`src/core/ssf_pkg.sv`:
```
// package for the spindle status flag block: register map, field layout,
// reset values and timing counts
// assumes a 20 MHz system clock and an apb master with 32-bit data
//
// Behaviour
// - speed-below flag is high while measured speed is under the detect level
// - detect level is a percentage of rated speed, 1 to 120, default 10
// - alarm flag rises as soon as the drive reports any alarm
// - alarm flag clears by reset-and-rewind or power-off per alarm type, or by control bit 0
// - zero-speed flag is high while actual speed is under the zero level
// - zero-speed flag ignores rotation direction
// - each zero-speed assertion lasts at least about 200 ms
// - zero-speed level is programmable from 1 to 1000 r/min
// - up-to-speed flag is high while speed is within range of command
// - direction reversal drops up-to-speed until speed is in range with the drive turning in the new run direction
// - up-to-speed needs forward or reverse run start active
// - up-to-speed stays low under a non-speed command such as tapping
// - after orient command, in-position flag rises once within the range
// - in-position flag drops when the orient command drops
// - spindle held in servo lock; leaving range may drop in-position
// - orientation starts regardless of run start inputs
// - in-position range is programmable from 0.001 to 99.999 degrees
// - low-coil selected flag rises once request active and coil switched
// - low-coil control only when bit 2 of coil config is set
// - flags carry meaning only with the serial drive link attached
// - ready flag drops on alarm, internal ready loss or machine ready loss
package ssf_pkg;

  // ---------------------------------------------------------------
  // register offsets (byte addresses)
  // ---------------------------------------------------------------
  localparam logic [11:0] OFS_CONTROL = 12'h000;
  localparam logic [11:0] OFS_SPEED_LEVEL = 12'h004;
  localparam logic [11:0] OFS_ZERO_LEVEL = 12'h008;
  localparam logic [11:0] OFS_UTS_RANGE = 12'h00c;
  localparam logic [11:0] OFS_INPOS_RANGE = 12'h010;
  localparam logic [11:0] OFS_COIL_CONFIG = 12'h014;
  localparam logic [11:0] OFS_STATUS = 12'h018;
  localparam logic [11:0] OFS_RATED_SPEED = 12'h01c;

  // ---------------------------------------------------------------
  // control and coil config register fields
  // ---------------------------------------------------------------
  localparam int CTRL_ALARM_CLR_BIT = 0;
  localparam int COIL_ENABLE_BIT = 2;

  // ---------------------------------------------------------------
  // limits and reset values
  // ---------------------------------------------------------------
  localparam logic [7:0] SPEED_PCT_MIN = 8'h01;
  localparam logic [7:0] SPEED_PCT_MAX = 8'h78;
  localparam logic [7:0] SPEED_PCT_RST = 8'h0a;
  localparam logic [15:0] ZERO_RPM_MIN = 16'h0001;
  localparam logic [15:0] ZERO_RPM_MAX = 16'h03e8;
  localparam logic [15:0] ZERO_RPM_RST = 16'h0032;
  localparam logic [15:0] UTS_RANGE_RST = 16'h0064;
  // in-position range in thousandths of a degree
  localparam logic [16:0] INPOS_MIN = 17'h00001;
  localparam logic [16:0] INPOS_MAX = 17'h1869f;
  localparam logic [16:0] INPOS_RST = 17'h00064;
  localparam logic [15:0] RATED_RPM_RST = 16'h1770;
  localparam logic [7:0] COIL_CFG_RST = 8'h00;

  // ---------------------------------------------------------------
  // timing
  // ---------------------------------------------------------------
  localparam int CLK_HZ = 20000000;
  localparam int ZS_HOLD_MS = 200;
  localparam int ZS_HOLD_CYC = (CLK_HZ / 1000) * ZS_HOLD_MS;
  localparam int ZS_CNT_W = 23;

  // ---------------------------------------------------------------
  // carriers
  // ---------------------------------------------------------------
  typedef struct packed {
    logic link_up;
    logic alarm_event;
    logic alarm_power_clear;
    logic ready_internal;
    logic machine_ready;
    logic coil_switched;
    logic servo_locked;
    logic direction_rev;
    logic [15:0] speed_rpm;
    logic [15:0] cmd_rpm;
    logic [16:0] pos_error_mdeg;
  } ssf_drive_type;

  typedef struct packed {
    logic forward_run_start;
    logic reverse_run_start;
    logic orient_command;
    logic low_coil_select_request;
    logic non_speed_command;
    logic reset_rewind;
  } ssf_plc_type;

  typedef struct packed {
    logic speed_below_level_flag;
    logic drive_alarm_flag;
    logic zero_speed_flag;
    logic up_to_speed_flag;
    logic orient_in_position_flag;
    logic low_coil_selected_flag;
    logic drive_ready_flag;
  } ssf_flags_type;

endpackage : ssf_pkg

```
`src/core/ssf_status_flags.sv`:
```
// spindle status flag logic with apb register access
// assumes drive feedback and plc inputs are synchronous to CLK_SYS
//
// The APB slave port and the address map were chosen for this implementation.
`timescale 1ns/100ps
module ssf_status_flags #(
  parameter int ZS_HOLD = ssf_pkg::ZS_HOLD_CYC
) (
  input wire logic CLK_SYS,
  input wire logic RESET_N,
  input wire logic CLK_EN,
  input wire logic PSEL,
  input wire logic PENABLE,
  input wire logic PWRITE,
  input wire logic [11:0] PADDR,
  input wire logic [31:0] PWDATA,
  input wire logic [3:0] PSTRB,
  output logic [31:0] PRDATA,
  output logic PREADY,
  output logic PSLVERR,
  input wire ssf_pkg::ssf_drive_type DRIVE,
  input wire ssf_pkg::ssf_plc_type PLC,
  output ssf_pkg::ssf_flags_type FLAGS
);
  import ssf_pkg::*;

  // -----------------------------------------------------------------
  // functions
  // -----------------------------------------------------------------
  function automatic logic [7:0] clamp8(input logic [7:0] v, input logic [7:0] lo, input logic [7:0] hi);
    clamp8 = (v < lo) ? lo : ((v > hi) ? hi : v);
  endfunction : clamp8

  function automatic logic [16:0] clamp17(input logic [16:0] v, input logic [16:0] lo, input logic [16:0] hi);
    clamp17 = (v < lo) ? lo : ((v > hi) ? hi : v);
  endfunction : clamp17

  function automatic logic [15:0] absdiff(input logic [15:0] a, input logic [15:0] b);
    absdiff = (a > b) ? a - b : b - a;
  endfunction : absdiff

  // -----------------------------------------------------------------
  // registers
  // -----------------------------------------------------------------
  logic [7:0] speed_pct_q;
  logic [15:0] zero_rpm_q;
  logic [15:0] uts_range_q;
  logic [16:0] inpos_range_q;
  logic [7:0] coil_cfg_q;
  logic [15:0] rated_rpm_q;
  logic alarm_clr_q;
  ssf_flags_type flags_q;
  logic [ZS_CNT_W-1:0] zs_cnt_q;
  logic last_rev_q;
  logic reversing_q;
  logic orient_done_q;

  logic wr_en;
  logic addr_ok;
  logic [15:0] zero_rpm_wr;
  logic [15:0] uts_wr;

  assign wr_en = CLK_EN && PSEL && PENABLE && PWRITE;
  assign PREADY = 1'b1;
  assign addr_ok = (PADDR[11:5] == 7'h00) && (PADDR[1:0] == 2'b00);
  assign PSLVERR = PSEL && PENABLE && !addr_ok;
  assign zero_rpm_wr = (PWDATA[15:0] < ZERO_RPM_MIN) ? ZERO_RPM_MIN :
                       ((PWDATA[15:0] > ZERO_RPM_MAX) ? ZERO_RPM_MAX : PWDATA[15:0]);
  assign uts_wr = PWDATA[15:0];

  // -----------------------------------------------------------------
  // configuration writes
  // -----------------------------------------------------------------
  always_ff @(posedge CLK_SYS or negedge RESET_N) begin
    if (!RESET_N) begin
      speed_pct_q <= SPEED_PCT_RST;
      zero_rpm_q <= ZERO_RPM_RST;
      uts_range_q <= UTS_RANGE_RST;
      inpos_range_q <= INPOS_RST;
      coil_cfg_q <= COIL_CFG_RST;
      rated_rpm_q <= RATED_RPM_RST;
      alarm_clr_q <= 1'b0;
    end else if (CLK_EN) begin
      alarm_clr_q <= 1'b0;
      if (wr_en && addr_ok) begin
        case (PADDR)
          OFS_CONTROL: begin
            if (PSTRB[0]) begin
              alarm_clr_q <= PWDATA[CTRL_ALARM_CLR_BIT];
            end
          end
          OFS_SPEED_LEVEL: begin
            if (PSTRB[0]) begin
              speed_pct_q <= clamp8(PWDATA[7:0], SPEED_PCT_MIN, SPEED_PCT_MAX);
            end
          end
          OFS_ZERO_LEVEL: begin
            if (&PSTRB[1:0]) begin
              zero_rpm_q <= zero_rpm_wr;
            end
          end
          OFS_UTS_RANGE: begin
            if (&PSTRB[1:0]) begin
              uts_range_q <= uts_wr;
            end
          end
          OFS_INPOS_RANGE: begin
            if (&PSTRB[2:0]) begin
              inpos_range_q <= clamp17(PWDATA[16:0], INPOS_MIN, INPOS_MAX);
            end
          end
          OFS_COIL_CONFIG: begin
            if (PSTRB[0]) begin
              coil_cfg_q <= PWDATA[7:0];
            end
          end
          OFS_RATED_SPEED: begin
            if (&PSTRB[1:0]) begin
              rated_rpm_q <= PWDATA[15:0];
            end
          end
          default: begin
            alarm_clr_q <= 1'b0;
          end
        endcase
      end
    end
  end

  // -----------------------------------------------------------------
  // read data
  // -----------------------------------------------------------------
  always_ff @(posedge CLK_SYS or negedge RESET_N) begin
    if (!RESET_N) begin
      PRDATA <= 32'h0000_0000;
    end else if (CLK_EN && PSEL && !PENABLE && !PWRITE) begin
      case (PADDR)
        OFS_CONTROL: PRDATA <= 32'h0000_0000;
        OFS_SPEED_LEVEL: PRDATA <= {24'h00_0000, speed_pct_q};
        OFS_ZERO_LEVEL: PRDATA <= {16'h0000, zero_rpm_q};
        OFS_UTS_RANGE: PRDATA <= {16'h0000, uts_range_q};
        OFS_INPOS_RANGE: PRDATA <= {15'h0000, inpos_range_q};
        OFS_COIL_CONFIG: PRDATA <= {24'h00_0000, coil_cfg_q};
        OFS_STATUS: PRDATA <= {25'h000_0000, flags_q};
        OFS_RATED_SPEED: PRDATA <= {16'h0000, rated_rpm_q};
        default: PRDATA <= 32'h0000_0000;
      endcase
    end
  end

  // -----------------------------------------------------------------
  // speed comparisons
  // -----------------------------------------------------------------
  logic [23:0] speed_level_prod;
  logic [15:0] speed_level_rpm;
  logic below_level;
  logic below_zero;
  logic in_range;
  logic run_active;
  logic rev_change;
  logic in_position;

  assign speed_level_prod = {8'h00, rated_rpm_q} * {16'h0000, speed_pct_q};
  assign speed_level_rpm = 16'(speed_level_prod / 24'd100);
  assign below_level = DRIVE.speed_rpm < speed_level_rpm;
  assign below_zero = DRIVE.speed_rpm < zero_rpm_q;
  assign in_range = absdiff(DRIVE.speed_rpm, DRIVE.cmd_rpm) <= uts_range_q;
  assign run_active = PLC.forward_run_start || PLC.reverse_run_start;
  // run direction differs from the last one seen, so the flag must not pulse on this edge
  assign rev_change = run_active && (PLC.reverse_run_start != last_rev_q);
  // servo lock keeps position, leaving range drops it
  assign in_position = DRIVE.servo_locked && (DRIVE.pos_error_mdeg <= inpos_range_q);

  // -----------------------------------------------------------------
  // direction reversal tracking
  // -----------------------------------------------------------------
  always_ff @(posedge CLK_SYS or negedge RESET_N) begin
    if (!RESET_N) begin
      last_rev_q <= 1'b0;
      reversing_q <= 1'b0;
    end else if (CLK_EN) begin
      if (run_active) begin
        last_rev_q <= PLC.reverse_run_start;
      end
      if (rev_change) begin
        reversing_q <= 1'b1;
      end else if (in_range && (DRIVE.direction_rev == PLC.reverse_run_start)) begin
        reversing_q <= 1'b0;
      end
    end
  end

  // -----------------------------------------------------------------
  // zero speed pulse stretch
  // -----------------------------------------------------------------
  always_ff @(posedge CLK_SYS or negedge RESET_N) begin
    if (!RESET_N) begin
      zs_cnt_q <= '0;
    end else if (CLK_EN) begin
      if (DRIVE.link_up && below_zero && !flags_q.zero_speed_flag) begin
        zs_cnt_q <= ZS_CNT_W'(ZS_HOLD - 1);
      end else if (zs_cnt_q != '0) begin
        zs_cnt_q <= zs_cnt_q - 1'b1;
      end
    end
  end

  // -----------------------------------------------------------------
  // orientation latch
  // -----------------------------------------------------------------
  always_ff @(posedge CLK_SYS or negedge RESET_N) begin
    if (!RESET_N) begin
      orient_done_q <= 1'b0;
    end else if (CLK_EN) begin
      if (!PLC.orient_command) begin
        orient_done_q <= 1'b0;
      end else if (in_position) begin
        orient_done_q <= 1'b1;
      end
    end
  end

  // -----------------------------------------------------------------
  // status flags
  // -----------------------------------------------------------------
  // registered, cleared by reset
  always_ff @(posedge CLK_SYS or negedge RESET_N) begin
    if (!RESET_N) begin
      flags_q <= '0;
    end else if (CLK_EN) begin
      if (!DRIVE.link_up) begin
        flags_q.speed_below_level_flag <= 1'b0;
        flags_q.zero_speed_flag <= 1'b0;
        flags_q.up_to_speed_flag <= 1'b0;
        flags_q.orient_in_position_flag <= 1'b0;
        flags_q.low_coil_selected_flag <= 1'b0;
        flags_q.drive_ready_flag <= 1'b0;
      end else begin
        flags_q.speed_below_level_flag <= below_level;
        flags_q.zero_speed_flag <= below_zero || (zs_cnt_q > ZS_CNT_W'(1));
        flags_q.up_to_speed_flag <= in_range && run_active && !PLC.non_speed_command && !reversing_q && !rev_change;
        flags_q.orient_in_position_flag <= PLC.orient_command && orient_done_q && in_position;
        flags_q.low_coil_selected_flag <= coil_cfg_q[COIL_ENABLE_BIT] && PLC.low_coil_select_request &&
                                          DRIVE.coil_switched;
        flags_q.drive_ready_flag <= DRIVE.ready_internal && DRIVE.machine_ready &&
                                    !flags_q.drive_alarm_flag && !DRIVE.alarm_event;
      end
      if (DRIVE.alarm_event) begin
        flags_q.drive_alarm_flag <= 1'b1;
      // clear by reset-rewind, drive power-off or a control register clear write
      end else if (PLC.reset_rewind || DRIVE.alarm_power_clear || alarm_clr_q) begin
        flags_q.drive_alarm_flag <= 1'b0;
      end
    end
  end

  assign FLAGS = flags_q;

endmodule : ssf_status_flags

```
`config.mk`:
```
export PLATFORM = sky130hd
export DESIGN_NAME = ssf_status_flags
export DESIGN_NICKNAME = d
export VERILOG_FILES = /design/src/core/ssf_pkg.sv /design/src/core/ssf_status_flags.sv
export SDC_FILE = /design/constraint.sdc
export NUM_CORES = 1
export LEC_CHECK = 0
export BUFFER_PORTS_ARGS = -buffer_cell sky130_fd_sc_hd__buf_4
export CAP_MARGIN = 10
export CORE_MARGIN = 1.5
export CORE_UTILIZATION = 60
export DETAILED_ROUTE_END_ITERATION = 16
export PLACE_DENSITY = 0.82
export SYNTH_ARGS = -nofsm -noshare
export SYNTH_HDL_FRONTEND = slang
export SYNTH_SLANG_ARGS = --single-unit
```
`constraint.sdc`:
```
create_clock -name CLK_SYS -period 22.8 [get_ports CLK_SYS]
set_input_delay 0 -clock CLK_SYS [delete_from_list [all_inputs] [get_ports CLK_SYS]]
set_output_delay 0 -clock CLK_SYS [all_outputs]
set_load 0.05 [all_outputs]
```
==> impl_metrics.ini, run 1 <==
[worst_setup_path]
cp.buffers_inverters = 2
r2r_cells = 59
startpoint = speed_pct_q[6]
worstPathRequired_ns = 23.15
cp.arrival_ns = 19.52
crit_type = reg2reg
worstSetupEndpoint = FLAGS[6]
crit_cells = 59
reg2reg_from = speed_pct_q[6]
reg2reg_to = FLAGS[6]
reg2reg_slack_ns = 3.62
path_delay_family = compound AO/OA/AOI/OAI gates
crit_path_end_kind = flip-flop
critPathSlowestCell = dfrtp_1
crit_path_start_kind = flip-flop
path_max_fanout = 18
cpMostUsedCell = fa_1
cp_slowest_stage_delay_ns = 0.76

[power_and_ir_drop]
p_int_uw = 441
vdd_drop_max_v = 0.0000356
p_per_area_nw_per_um2 = 32.3
power_switching_share = 0.295
clockPowerShare = 0.425
power_frac_comb = 0.190
p_leak_uw = 0.00900
p_sw_uw = 185
power_frac_seq = 0.386

[grt]
overflow = 0
grt_pass1_wl_um = 83300
grt_use_total = 0.337
grt_max_degree = 70
antenna_found_initial = 0
grt_pass1_vias = 16400

[floorplan]
die_area_sq_um = 30100
fp.dieH_um = 173
io_pins = 158
initial_utilization = 0.609
core_area_sq_um = 28600
die_w_um = 173
rows = 62

[detailed_routing]
drc_errors = 0
wirelength_um = 50600
drt_iter0_markers = 1673
via_per_inst = 6.40
wl_per_cell_um = 19.3
vias = 16800
antenna_left = 0
dr.pass1.iters = 8

[finish]
nets = 2569
area_growth_pct = 11.2
layout-drive-gt1-share = 0.124
final_core_util = 0.677
n_fill_cell = 2270
fin_cells = 2624

[place]
gp_congestion = 0.955
dp.cells = 2554
dp_slack_ns = 3.95
dp_hpwl_um = 38400
io_buffers = 125

[clock_tree]
cts_resized = 0
clk_path_buf_depth = 2
ctsHtreeMaxLevel = 4
clkTransAtPathRegs_ns = 0.06
numCtsBuffers = 17
root_buffer = clkbuf_16
worst_skew_pair.late_latency_ns = 0.43
clock_sinks = 132
tritoncts = done

[synthesis]
netlist_instances = 2132
synth_cell_type_count = 112
synth_top_area_share = 0.164
yosys-top-cells-area = dfrtp_1 (16%), ha_1 (10%), fa_1 (9.9%)
synth_seq_cells = 132
async_reset_ff_frac = 1.00
dominantRegCellSynth = dfrtp_1
yosysTopAreaCell = dfrtp_1
synth-edff-count = 0
yosys_warnings = 0
postSynthAreaPerCell_sq_um = 8.17
yosysSeqAreaShare = 0.191
netlist_area_sq_um = 17400

[min_path]
hold_class = in2reg

[timing]
rsz0062_at_grt = no
fin_ws_ns = 3.62
slew_headroom = 0.243
worst_pin_slew_ns = 1.13
max_clock_freq_ghz = 0.0521
setup_violations = 0
post-route-period-util = 0.841
fin_tns_setup_ns = 0
skew_ns = 0.0105
hold_violations = 0
min_period_ns = 19.18
fin_hold_ws_ns = 0.0810
final_max_slew_viol_count = 0

[run_status]
outcome = completed

[job]
maxCapViolCount = 0
[metrics by stage]
stage | total power [uW] | cell area, sq um
floorplan | 313 | 17500
global placement | 351 | 18400
detailed placement | 355 | 18400
CTS | 623 | 19400
global route | 649 | 19400
finish | 627 | 19400
[worst reg2reg max path, delay by kind of cell, from the launching register on]
family	cells	cell delay (ns)
and+or+nand+nor	16	3.85
adders and majority gates	8	3.48
AOI/OAI and AO/OA	29	9.47
buffers and inverters	2	0.10
DFF	1	0.76
xor gates and xnor gates	3	0.98
muxes	1	0.43
[routing by layer]
metal  global-route usage  routed length (um)
met1                0.447               21400
met2                0.556               23500
met3               0.0441                3570
met4                0.139                2090
met5                    0                   0
[sequential cells by signal, indices dropped and copies added (netlist names)]
signal,flops
zero_rpm_q,16
inpos_range_q,17
alarm_clr_q,1
uts_range_q,16
orient_done_q,1
FLAGS,7
PRDATA,17
coil_cfg_q,8
reversing_q,1
zs_cnt_q,23
speed_pct_q,8
rated_rpm_q,16
last_rev_q,1
[area by class of cell]
cell class,instances,area [sq um],share of cell area
clock inverters,12,119,0.00613
multi-input cells,1703,12900,0.665
diodes,1,2.50,0.000129
flip-flops and latches,132,3330,0.172
clock buffers,20,447,0.0230
repair buffers,169,1360,0.0702
well taps,384,480,0.0248
inverters,203,762,0.0393
[cells in the final DEF (no fill, tap or decap), types with 16 or more instances in the layout]
| master | n |
|---|---|
| and3_1 | 16 |
| nand2b_1 | 19 |
| nand2_1 | 202 |
| o21ai_1 | 19 |
| dlygate4sd3_1 | 37 |
| a211oi_1 | 24 |
| o211ai_1 | 27 |
| inv_1 | 200 |
| o31ai_1 | 19 |
| a21o_1 | 53 |
| clkbuf_16 | 17 |
| fa_1 | 86 |
| nor2_1 | 138 |
| and2_1 | 97 |
| o21a_1 | 17 |
| buf_4 | 132 |
| dfstp_2 | 18 |
| nor4_1 | 21 |
| mux2_2 | 33 |
| or3_1 | 17 |
| ha_1 | 140 |
| dfrtp_1 | 114 |
| a22o_1 | 20 |
| nand4_1 | 24 |
| a21oi_1 | 125 |
| xor2_1 | 23 |
| a22oi_1 | 24 |
| nand3_1 | 44 |
| xnor2_1 | 53 |
| a31oi_1 | 22 |
| nor3_1 | 48 |
| conb_1 | 16 |
| mux2i_1 | 19 |
| o21ai_0 | 128 |
[Yosys cell counts, types with 7 or more instances]
cell type,instances
a211o_1,15
a211oi_1,24
a21o_1,53
a21oi_1,125
a221oi_1,13
a22o_1,20
a22oi_1,24
a31oi_1,22
and2_1,97
and3_1,16
buf_2,18
buf_4,21
clkbuf_1,63
dfrtp_1,114
dfstp_2,18
fa_1,86
ha_1,140
inv_1,200
maj3_1,7
mux2_2,33
mux2i_1,19
nand2_1,202
nand2b_1,19
nand3_1,44
nand4_1,24
nor2_1,138
nor2b_1,15
nor3_1,49
nor4_1,21
o211ai_1,27
o21a_1,17
o21ai_0,128
o21ai_1,19
o31a_1,8
o31ai_1,20
or3_1,17
or4_1,8
xnor2_1,53
xor2_1,23
[what timing repair did]
action | in CTS | in global routing
hold endpoints to repair | 143 | 0
endpoints found under the setup margin | 0 | 0
setup buffers | 0 | 0
hold buffers | 37 | 0
[power groups by stage]
| stage | logic (uW) | registers [uW] | clock network, uW |
|---|---|---|---|
| floorplan | 67.0 | 246 | 0 |
| global placement | 105 | 245 | 0 |
| detailed placement | 109 | 245 | 0 |
| CTS | 116 | 241 | 265 |
| global route | 130 | 242 | 277 |
| finish | 119 | 242 | 266 |
[logic make-up after synthesis]
| logic type | Yosys count | share of synthesized area |
|---|---|---|
| simple gates | 677 | 0.191 |
| compound gates | 643 | 0.264 |
| buf+inv | 311 | 0.0740 |
| fa+ha+maj | 233 | 0.203 |
| flops | 132 | 0.191 |
| xor+xnor | 78 | 0.0407 |
| mux | 56 | 0.0353 |
| other cells | 2 | 0.000431 |
[worst min path at each step]
stage / cells past startpoint / slack, ns / startpoint / endpoint
detailed placement: 1 / 0.14 / RESET_N / FLAGS[2]
finish: 4 / 0.08 / DRIVE[52] / FLAGS[0]
CTS: 4 / 0.05 / DRIVE[52] / FLAGS[0]
global route: 5 / 0.14 / DRIVE[48] / FLAGS[6]
floorplan: 0 / -0.30 / RESET_N / FLAGS[0]
global placement: 1 / 0.13 / RESET_N / FLAGS[2]
Note: power is estimated with default switching activity, not from simulation.
==> inputs of run 2 (changes only) <==
==> constraint.sdc (replaced) <==
create_clock -name CLK_SYS -period 18.1 [get_ports CLK_SYS]
set_input_delay 0 -clock CLK_SYS [delete_from_list [all_inputs] [get_ports CLK_SYS]]
set_output_delay 0 -clock CLK_SYS [all_outputs]
set_load 0.05 [all_outputs]
==> run 2 against run 1 <==
Compared with the run above:
- flip-flop and latch count unchanged
- hold slack got worse by 0.0041 ns
- sequential power up 26%
- largest cell class unchanged
- final area up 3.7%
- wire length grew 2.2%
==> impl_metrics.ini, run 2 (same netlist as run 1, synthesis figures left out) <==
[timing]
setup_violations = 0
worst_pin_slew_ns = 1.19
hold_violations = 0
slew_headroom = 0.199
max_clock_freq_ghz = 0.0574
skew_ns = 0.00662
min_period_ns = 17.43
fin_ws_ns = 0.673
post-route-period-util = 0.963
final_max_slew_viol_count = 0

[detailed_routing]
met2_wirelength_um = 24400
dr.pass1.iters = 6
via_per_inst = 6.41
vias = 17100
wirelength_um = 51700
drt_iter0_markers = 1627
top_layer_used = met4
route.met3.wl_um = 3740
antenna_left = 0
m1WireLength_um = 21500
drc_errors = 0
wl_per_cell_um = 19.4

[run_status]
outcome = completed

[grt]
antenna_found_initial = 0
grt_max_degree = 70
grt_pass1_wl_um = 84400
overflow = 0
grt_pass1_vias = 16800
grt_use_total = 0.341

[clock_tree]
ctsHtreeMaxLevel = 4
worst_skew_pair.late_latency_ns = 0.43
clock_sinks = 132
clk_path_buf_depth = 2
clkTransAtPathRegs_ns = 0.06
tritoncts = done
root_buffer = clkbuf_16
numCtsBuffers = 17

[finish]
top_register = zs_cnt_q
layout_common_cells = nand2_1 (201), inv_1 (200), buf_4 (175)
final_core_util = 0.702
mostFrequentLayoutCell = nand2_1
largest_reg_flops = 23
layout-drive-gt1-share = 0.163
num_antenna_cells = 0
area_growth_pct = 15.4
nets = 2613
largestRegisters = zs_cnt_q (23), PRDATA (17), inpos_range_q (17)

[worst_setup_path]
reg2reg_slack_ns = 0.67
path_max_fanout = 10
cp_slowest_stage_delay_ns = 0.68
path_delay_family = compound AO/OA/AOI/OAI gates
critPathSlowestCell = dfstp_2
worstSetupEndpoint = FLAGS[6]
reg2reg_to = FLAGS[6]
r2r_cells = 63
crit_path_end_kind = flip-flop
crit_cells = 63
cp.buffers_inverters = 7
worstPathRequired_ns = 18.46
reg2reg_from = rated_rpm_q[5]
cp.arrival_ns = 17.78
crit_type = reg2reg
crit_path_start_kind = flip-flop
startpoint = rated_rpm_q[5]

[floorplan]
fp.dieH_um = 173
io_pins = 158
die_w_um = 173
core_area_sq_um = 28600
rows = 62
die_area_sq_um = 30100
initial_utilization = 0.609

[place]
io_buffers = 125
dp_hpwl_um = 38400
dp_slack_ns = 0.199
gp_congestion = 0.955

[power_and_ir_drop]
p_per_area_nw_per_um2 = 40.7
vdd_drop_max_v = 0.0000882
p_leak_uw = 0.00925

[min_path]
hold_class = in2reg
min_path_cells = 3

[job]
maxCapViolCount = 0
==> run 2: cell types whose count changed in the layout (fill, tap and decap cells not counted), moves of 4 or more <==
cell / previous run / this run
a21oi_1: 125 / 120
dfrtp_2: 0 / 5
o21ai_2: 2 / 6
dfrtp_1: 114 / 109
o21ai_1: 19 / 15
buf_4: 132 / 175
==> run 2: metrics by stage <==
| stage | area [sq um] | hold slack [ns] | power [uW] | setup TNS [ns] | std cells |
|---|---|---|---|---|---|
| after global placement | 18700 | 0.155 | 442 | 0 | 2585 |
| after CTS | 19700 | 0.0247 | 812 | 0 | 2655 |
| final | 20100 | 0.0769 | 817 | 0 | 2667 |
| after floorplan | 17500 | -0.296 | 395 | 0 | 2146 |
| after detailed placement | 18700 | 0.161 | 447 | 0 | 2585 |
| after global routing | 20100 | 0.105 | 844 | -0.169 | 2667 |
==> run 2: worst min-delay path by stage <==
stage	from	to	slack, ns
2_1_floorplan	RESET_N	FLAGS[0]	-0.30
3_3_place_gp	RESET_N	inpos_range_q[7]	0.16
3_5_place_dp	RESET_N	inpos_range_q[0]	0.16
4_1_cts	DRIVE[52]	FLAGS[0]	0.02
5_1_grt	DRIVE[53]	FLAGS[0]	0.11
6_report	PSTRB[2]	inpos_range_q[2]	0.08
==> run 2: worst min-delay path: cells and delay by family <==
family	cells	cell delay, ns
simple gates	1	0.24
buf+inv	1	0.11
compound gates	1	0.14
==> run 2: power breakdown <==
part	leakage [uW]	switching, uW	internal (uW)	total, uW
clock	0.000303	136	227	363
sequential	0.00156	5.18	300	305
combinational	0.00738	87.4	61.7	149
total	0.00925	228	589	817
==> run 2: per-layer routing <==
metal / global-route usage / vias up
li1: - / 7884
met1: 0.450 / 8248
met2: 0.565 / 817
met3: 0.0509 / 155
met4: 0.134 / 0
met5: 0 / -
==> run 2: cell type report <==
cell class	instances	area, sq um
clock buffers	20	467
clock inverters	12	151
fillers	2221	8520
inverters	203	762
multi-input cells	1703	13200
flip-flops and latches	132	3340
well taps	384	480
repair buffers	213	1690
==> run 2: what timing repair did <==
item,CTS,global route
endpoints found under the hold margin,137,0
endpoints found under the setup margin,0,1
hold buffers,38,0
setup buffers,0,12
resized for setup,0,71
==> inputs of run 3 (changes only) <==
==> constraint.sdc (replaced) <==
create_clock -name CLK_SYS -period 19.7 [get_ports CLK_SYS]
set_input_delay 0 -clock CLK_SYS [delete_from_list [all_inputs] [get_ports CLK_SYS]]
set_output_delay 0 -clock CLK_SYS [all_outputs]
set_load 0.05 [all_outputs]
==> run 3 against run 2 <==
Compared with the run above:
- clock power down 8.5%
- sequential share of layout area up 0.41 points
- critical path depth down 2
- count of clock-buffer cells in the layout up 1
- register-to-register slack better by 0.61 ns
==> impl_metrics.ini, run 3 (same netlist as run 1, synthesis figures left out) <==
[detailed_routing]
drt_iter0_markers = 1643
via_per_inst = 6.52
drc_errors = 0
wirelength_um = 51700
dr.pass1.iters = 5
vias = 17100
antenna_left = 0
wl_per_cell_um = 19.7

[worst_setup_path]
crit_type = reg2reg
path_max_fanout = 18
cp.arrival_ns = 18.76
crit_path_start_kind = flip-flop
crit_path_end_kind = flip-flop
reg2reg_slack_ns = 1.28
reg2reg_to = FLAGS[6]
worstPathRequired_ns = 20.04
reg2reg_from = speed_pct_q[7]
cp_slowest_stage_delay_ns = 0.66
cpMostUsedCell = a211o_1
critPathSlowestCell = or4_1
r2r_cells = 61

[grt]
grt_pass1_vias = 16400
grt_use_total = 0.343
grt_max_degree = 79
overflow = 0
grt_pass1_wl_um = 84400
antenna_found_initial = 0

[place]
io_buffers = 125
placed_area_sq_um = 18400
dp_hpwl_um = 38900
gp_congestion = 0.945

[timing]
final_max_slew_viol_count = 0
hold_violations = 0
min_period_ns = 18.42
skew_ns = 0.0122
post-route-period-util = 0.935
setup_violations = 0
max_clock_freq_ghz = 0.0543
slew_headroom = 0.304
worst_pin_slew_ns = 1.04

[power_and_ir_drop]
vdd_drop_max_v = 0.0000464
power_frac_comb = 0.185
p_sw_uw = 211
power_frac_seq = 0.373
clockPowerShare = 0.442
p_leak_uw = 0.00907
power_switching_share = 0.282
p_per_area_nw_per_um2 = 38.3
p_int_uw = 539
power.total_uw = 750

[finish]
n_fill_cell = 2246
area_growth_pct = 12.4
layout_common_cells = nand2_1 (202), inv_1 (200), ha_1 (139)
mostFrequentLayoutCell = nand2_1
layout-drive-gt1-share = 0.135
num_antenna_cells = 0
largestRegisters = zs_cnt_q (23), PRDATA (17), inpos_range_q (17)
final_core_util = 0.684
top_register = zs_cnt_q
fin_area_sq_um = 19600
nets = 2573
largest_reg_flops = 23

[clock_tree]
root_buffer = clkbuf_16
clkTransAtPathRegs_ns = 0.06
tritoncts = done
worst_skew_pair.late_latency_ns = 0.42
clk_path_buf_depth = 2
ctsHtreeMaxLevel = 4
numCtsBuffers = 17
clock_sinks = 132

[min_path]
hold_class = in2reg
min_to = FLAGS[0]
hold_path.startpoint = DRIVE[53]
min_path_cells = 4

[floorplan]
rows = 62
die_w_um = 173
core_area_sq_um = 28600
fp.dieH_um = 173
die_area_sq_um = 30100
initial_utilization = 0.609
io_pins = 158

[run_status]
outcome = completed

[job]
maxCapViolCount = 0
## run 3: layout make-up
type / count / area (sq um) / share of cell area
Multi-Input combinational cell: 1703 / 13000 / 0.664
Sequential cell: 132 / 3330 / 0.170
Timing Repair Buffer: 173 / 1390 / 0.0709
Inverter: 203 / 762 / 0.0389
Tap cell: 384 / 480 / 0.0245
Clock buffer: 21 / 460 / 0.0235
Clock inverter: 11 / 149 / 0.00760
## run 3: repair_timing
action / CTS / global route
resized for setup: 0 / 26
setup buffers: 0 / 4
hold buffers: 36 / 0
endpoints found under the setup margin: 0 / 1
endpoints found under the hold margin: 146 / 0
## run 3: worst max path at each step
| stage | endpoint | slack (ns) | depth (start not counted) | startpoint |
|---|---|---|---|---|
| after floorplan | FLAGS[6] | 3.71 | 66 | speed_pct_q[3] |
| after global placement | FLAGS[6] | 1.19 | 59 | speed_pct_q[7] |
| after detailed placement | FLAGS[6] | 0.85 | 60 | speed_pct_q[7] |
| after CTS | FLAGS[6] | 0.77 | 60 | speed_pct_q[7] |
| after global routing | FLAGS[6] | -0.02 | 61 | speed_pct_q[3] |
| final | FLAGS[6] | 1.28 | 61 | speed_pct_q[7] |
## run 3: metrics by stage
stage	hold WS, ns	setup slack [ns]	TNS, ns	instances
after CTS	0.0656	0.772	0	2623
final	0.0638	1.28	0	2627
after floorplan	-0.296	3.71	0	2146
after global routing	0.129	-0.0189	-0.0189	2627
after detailed placement	0.218	0.850	0	2555
after global placement	0.206	1.19	0	2555
## run 3: critical path: cells and delay by family, from the launching register on
family	cells	cell delay, ns
muxes	2	0.52
AOI/OAI and AO/OA	32	8.58
and+or+nand+nor	14	4.32
buffers and inverters	3	0.25
adders and majority gates	8	3.50
xor gates and xnor gates	2	0.57
DFF	1	0.59
## run 3: per-layer routing
metal | GRT usage | share of wire
met1 | 0.457 | 0.41
met5 | 0 | 0
met3 | 0.0454 | 0.080
met4 | 0.117 | 0.035
met2 | 0.575 | 0.47
## run 3: power by group through the flow
stage | Combinational [uW] | Sequential (uW) | Clock [uW]
finish | 139 | 280 | 332
global route | 151 | 280 | 343
CTS | 135 | 280 | 330
detailed placement | 127 | 284 | 0
global placement | 122 | 284 | 0
floorplan | 77.5 | 285 | 0
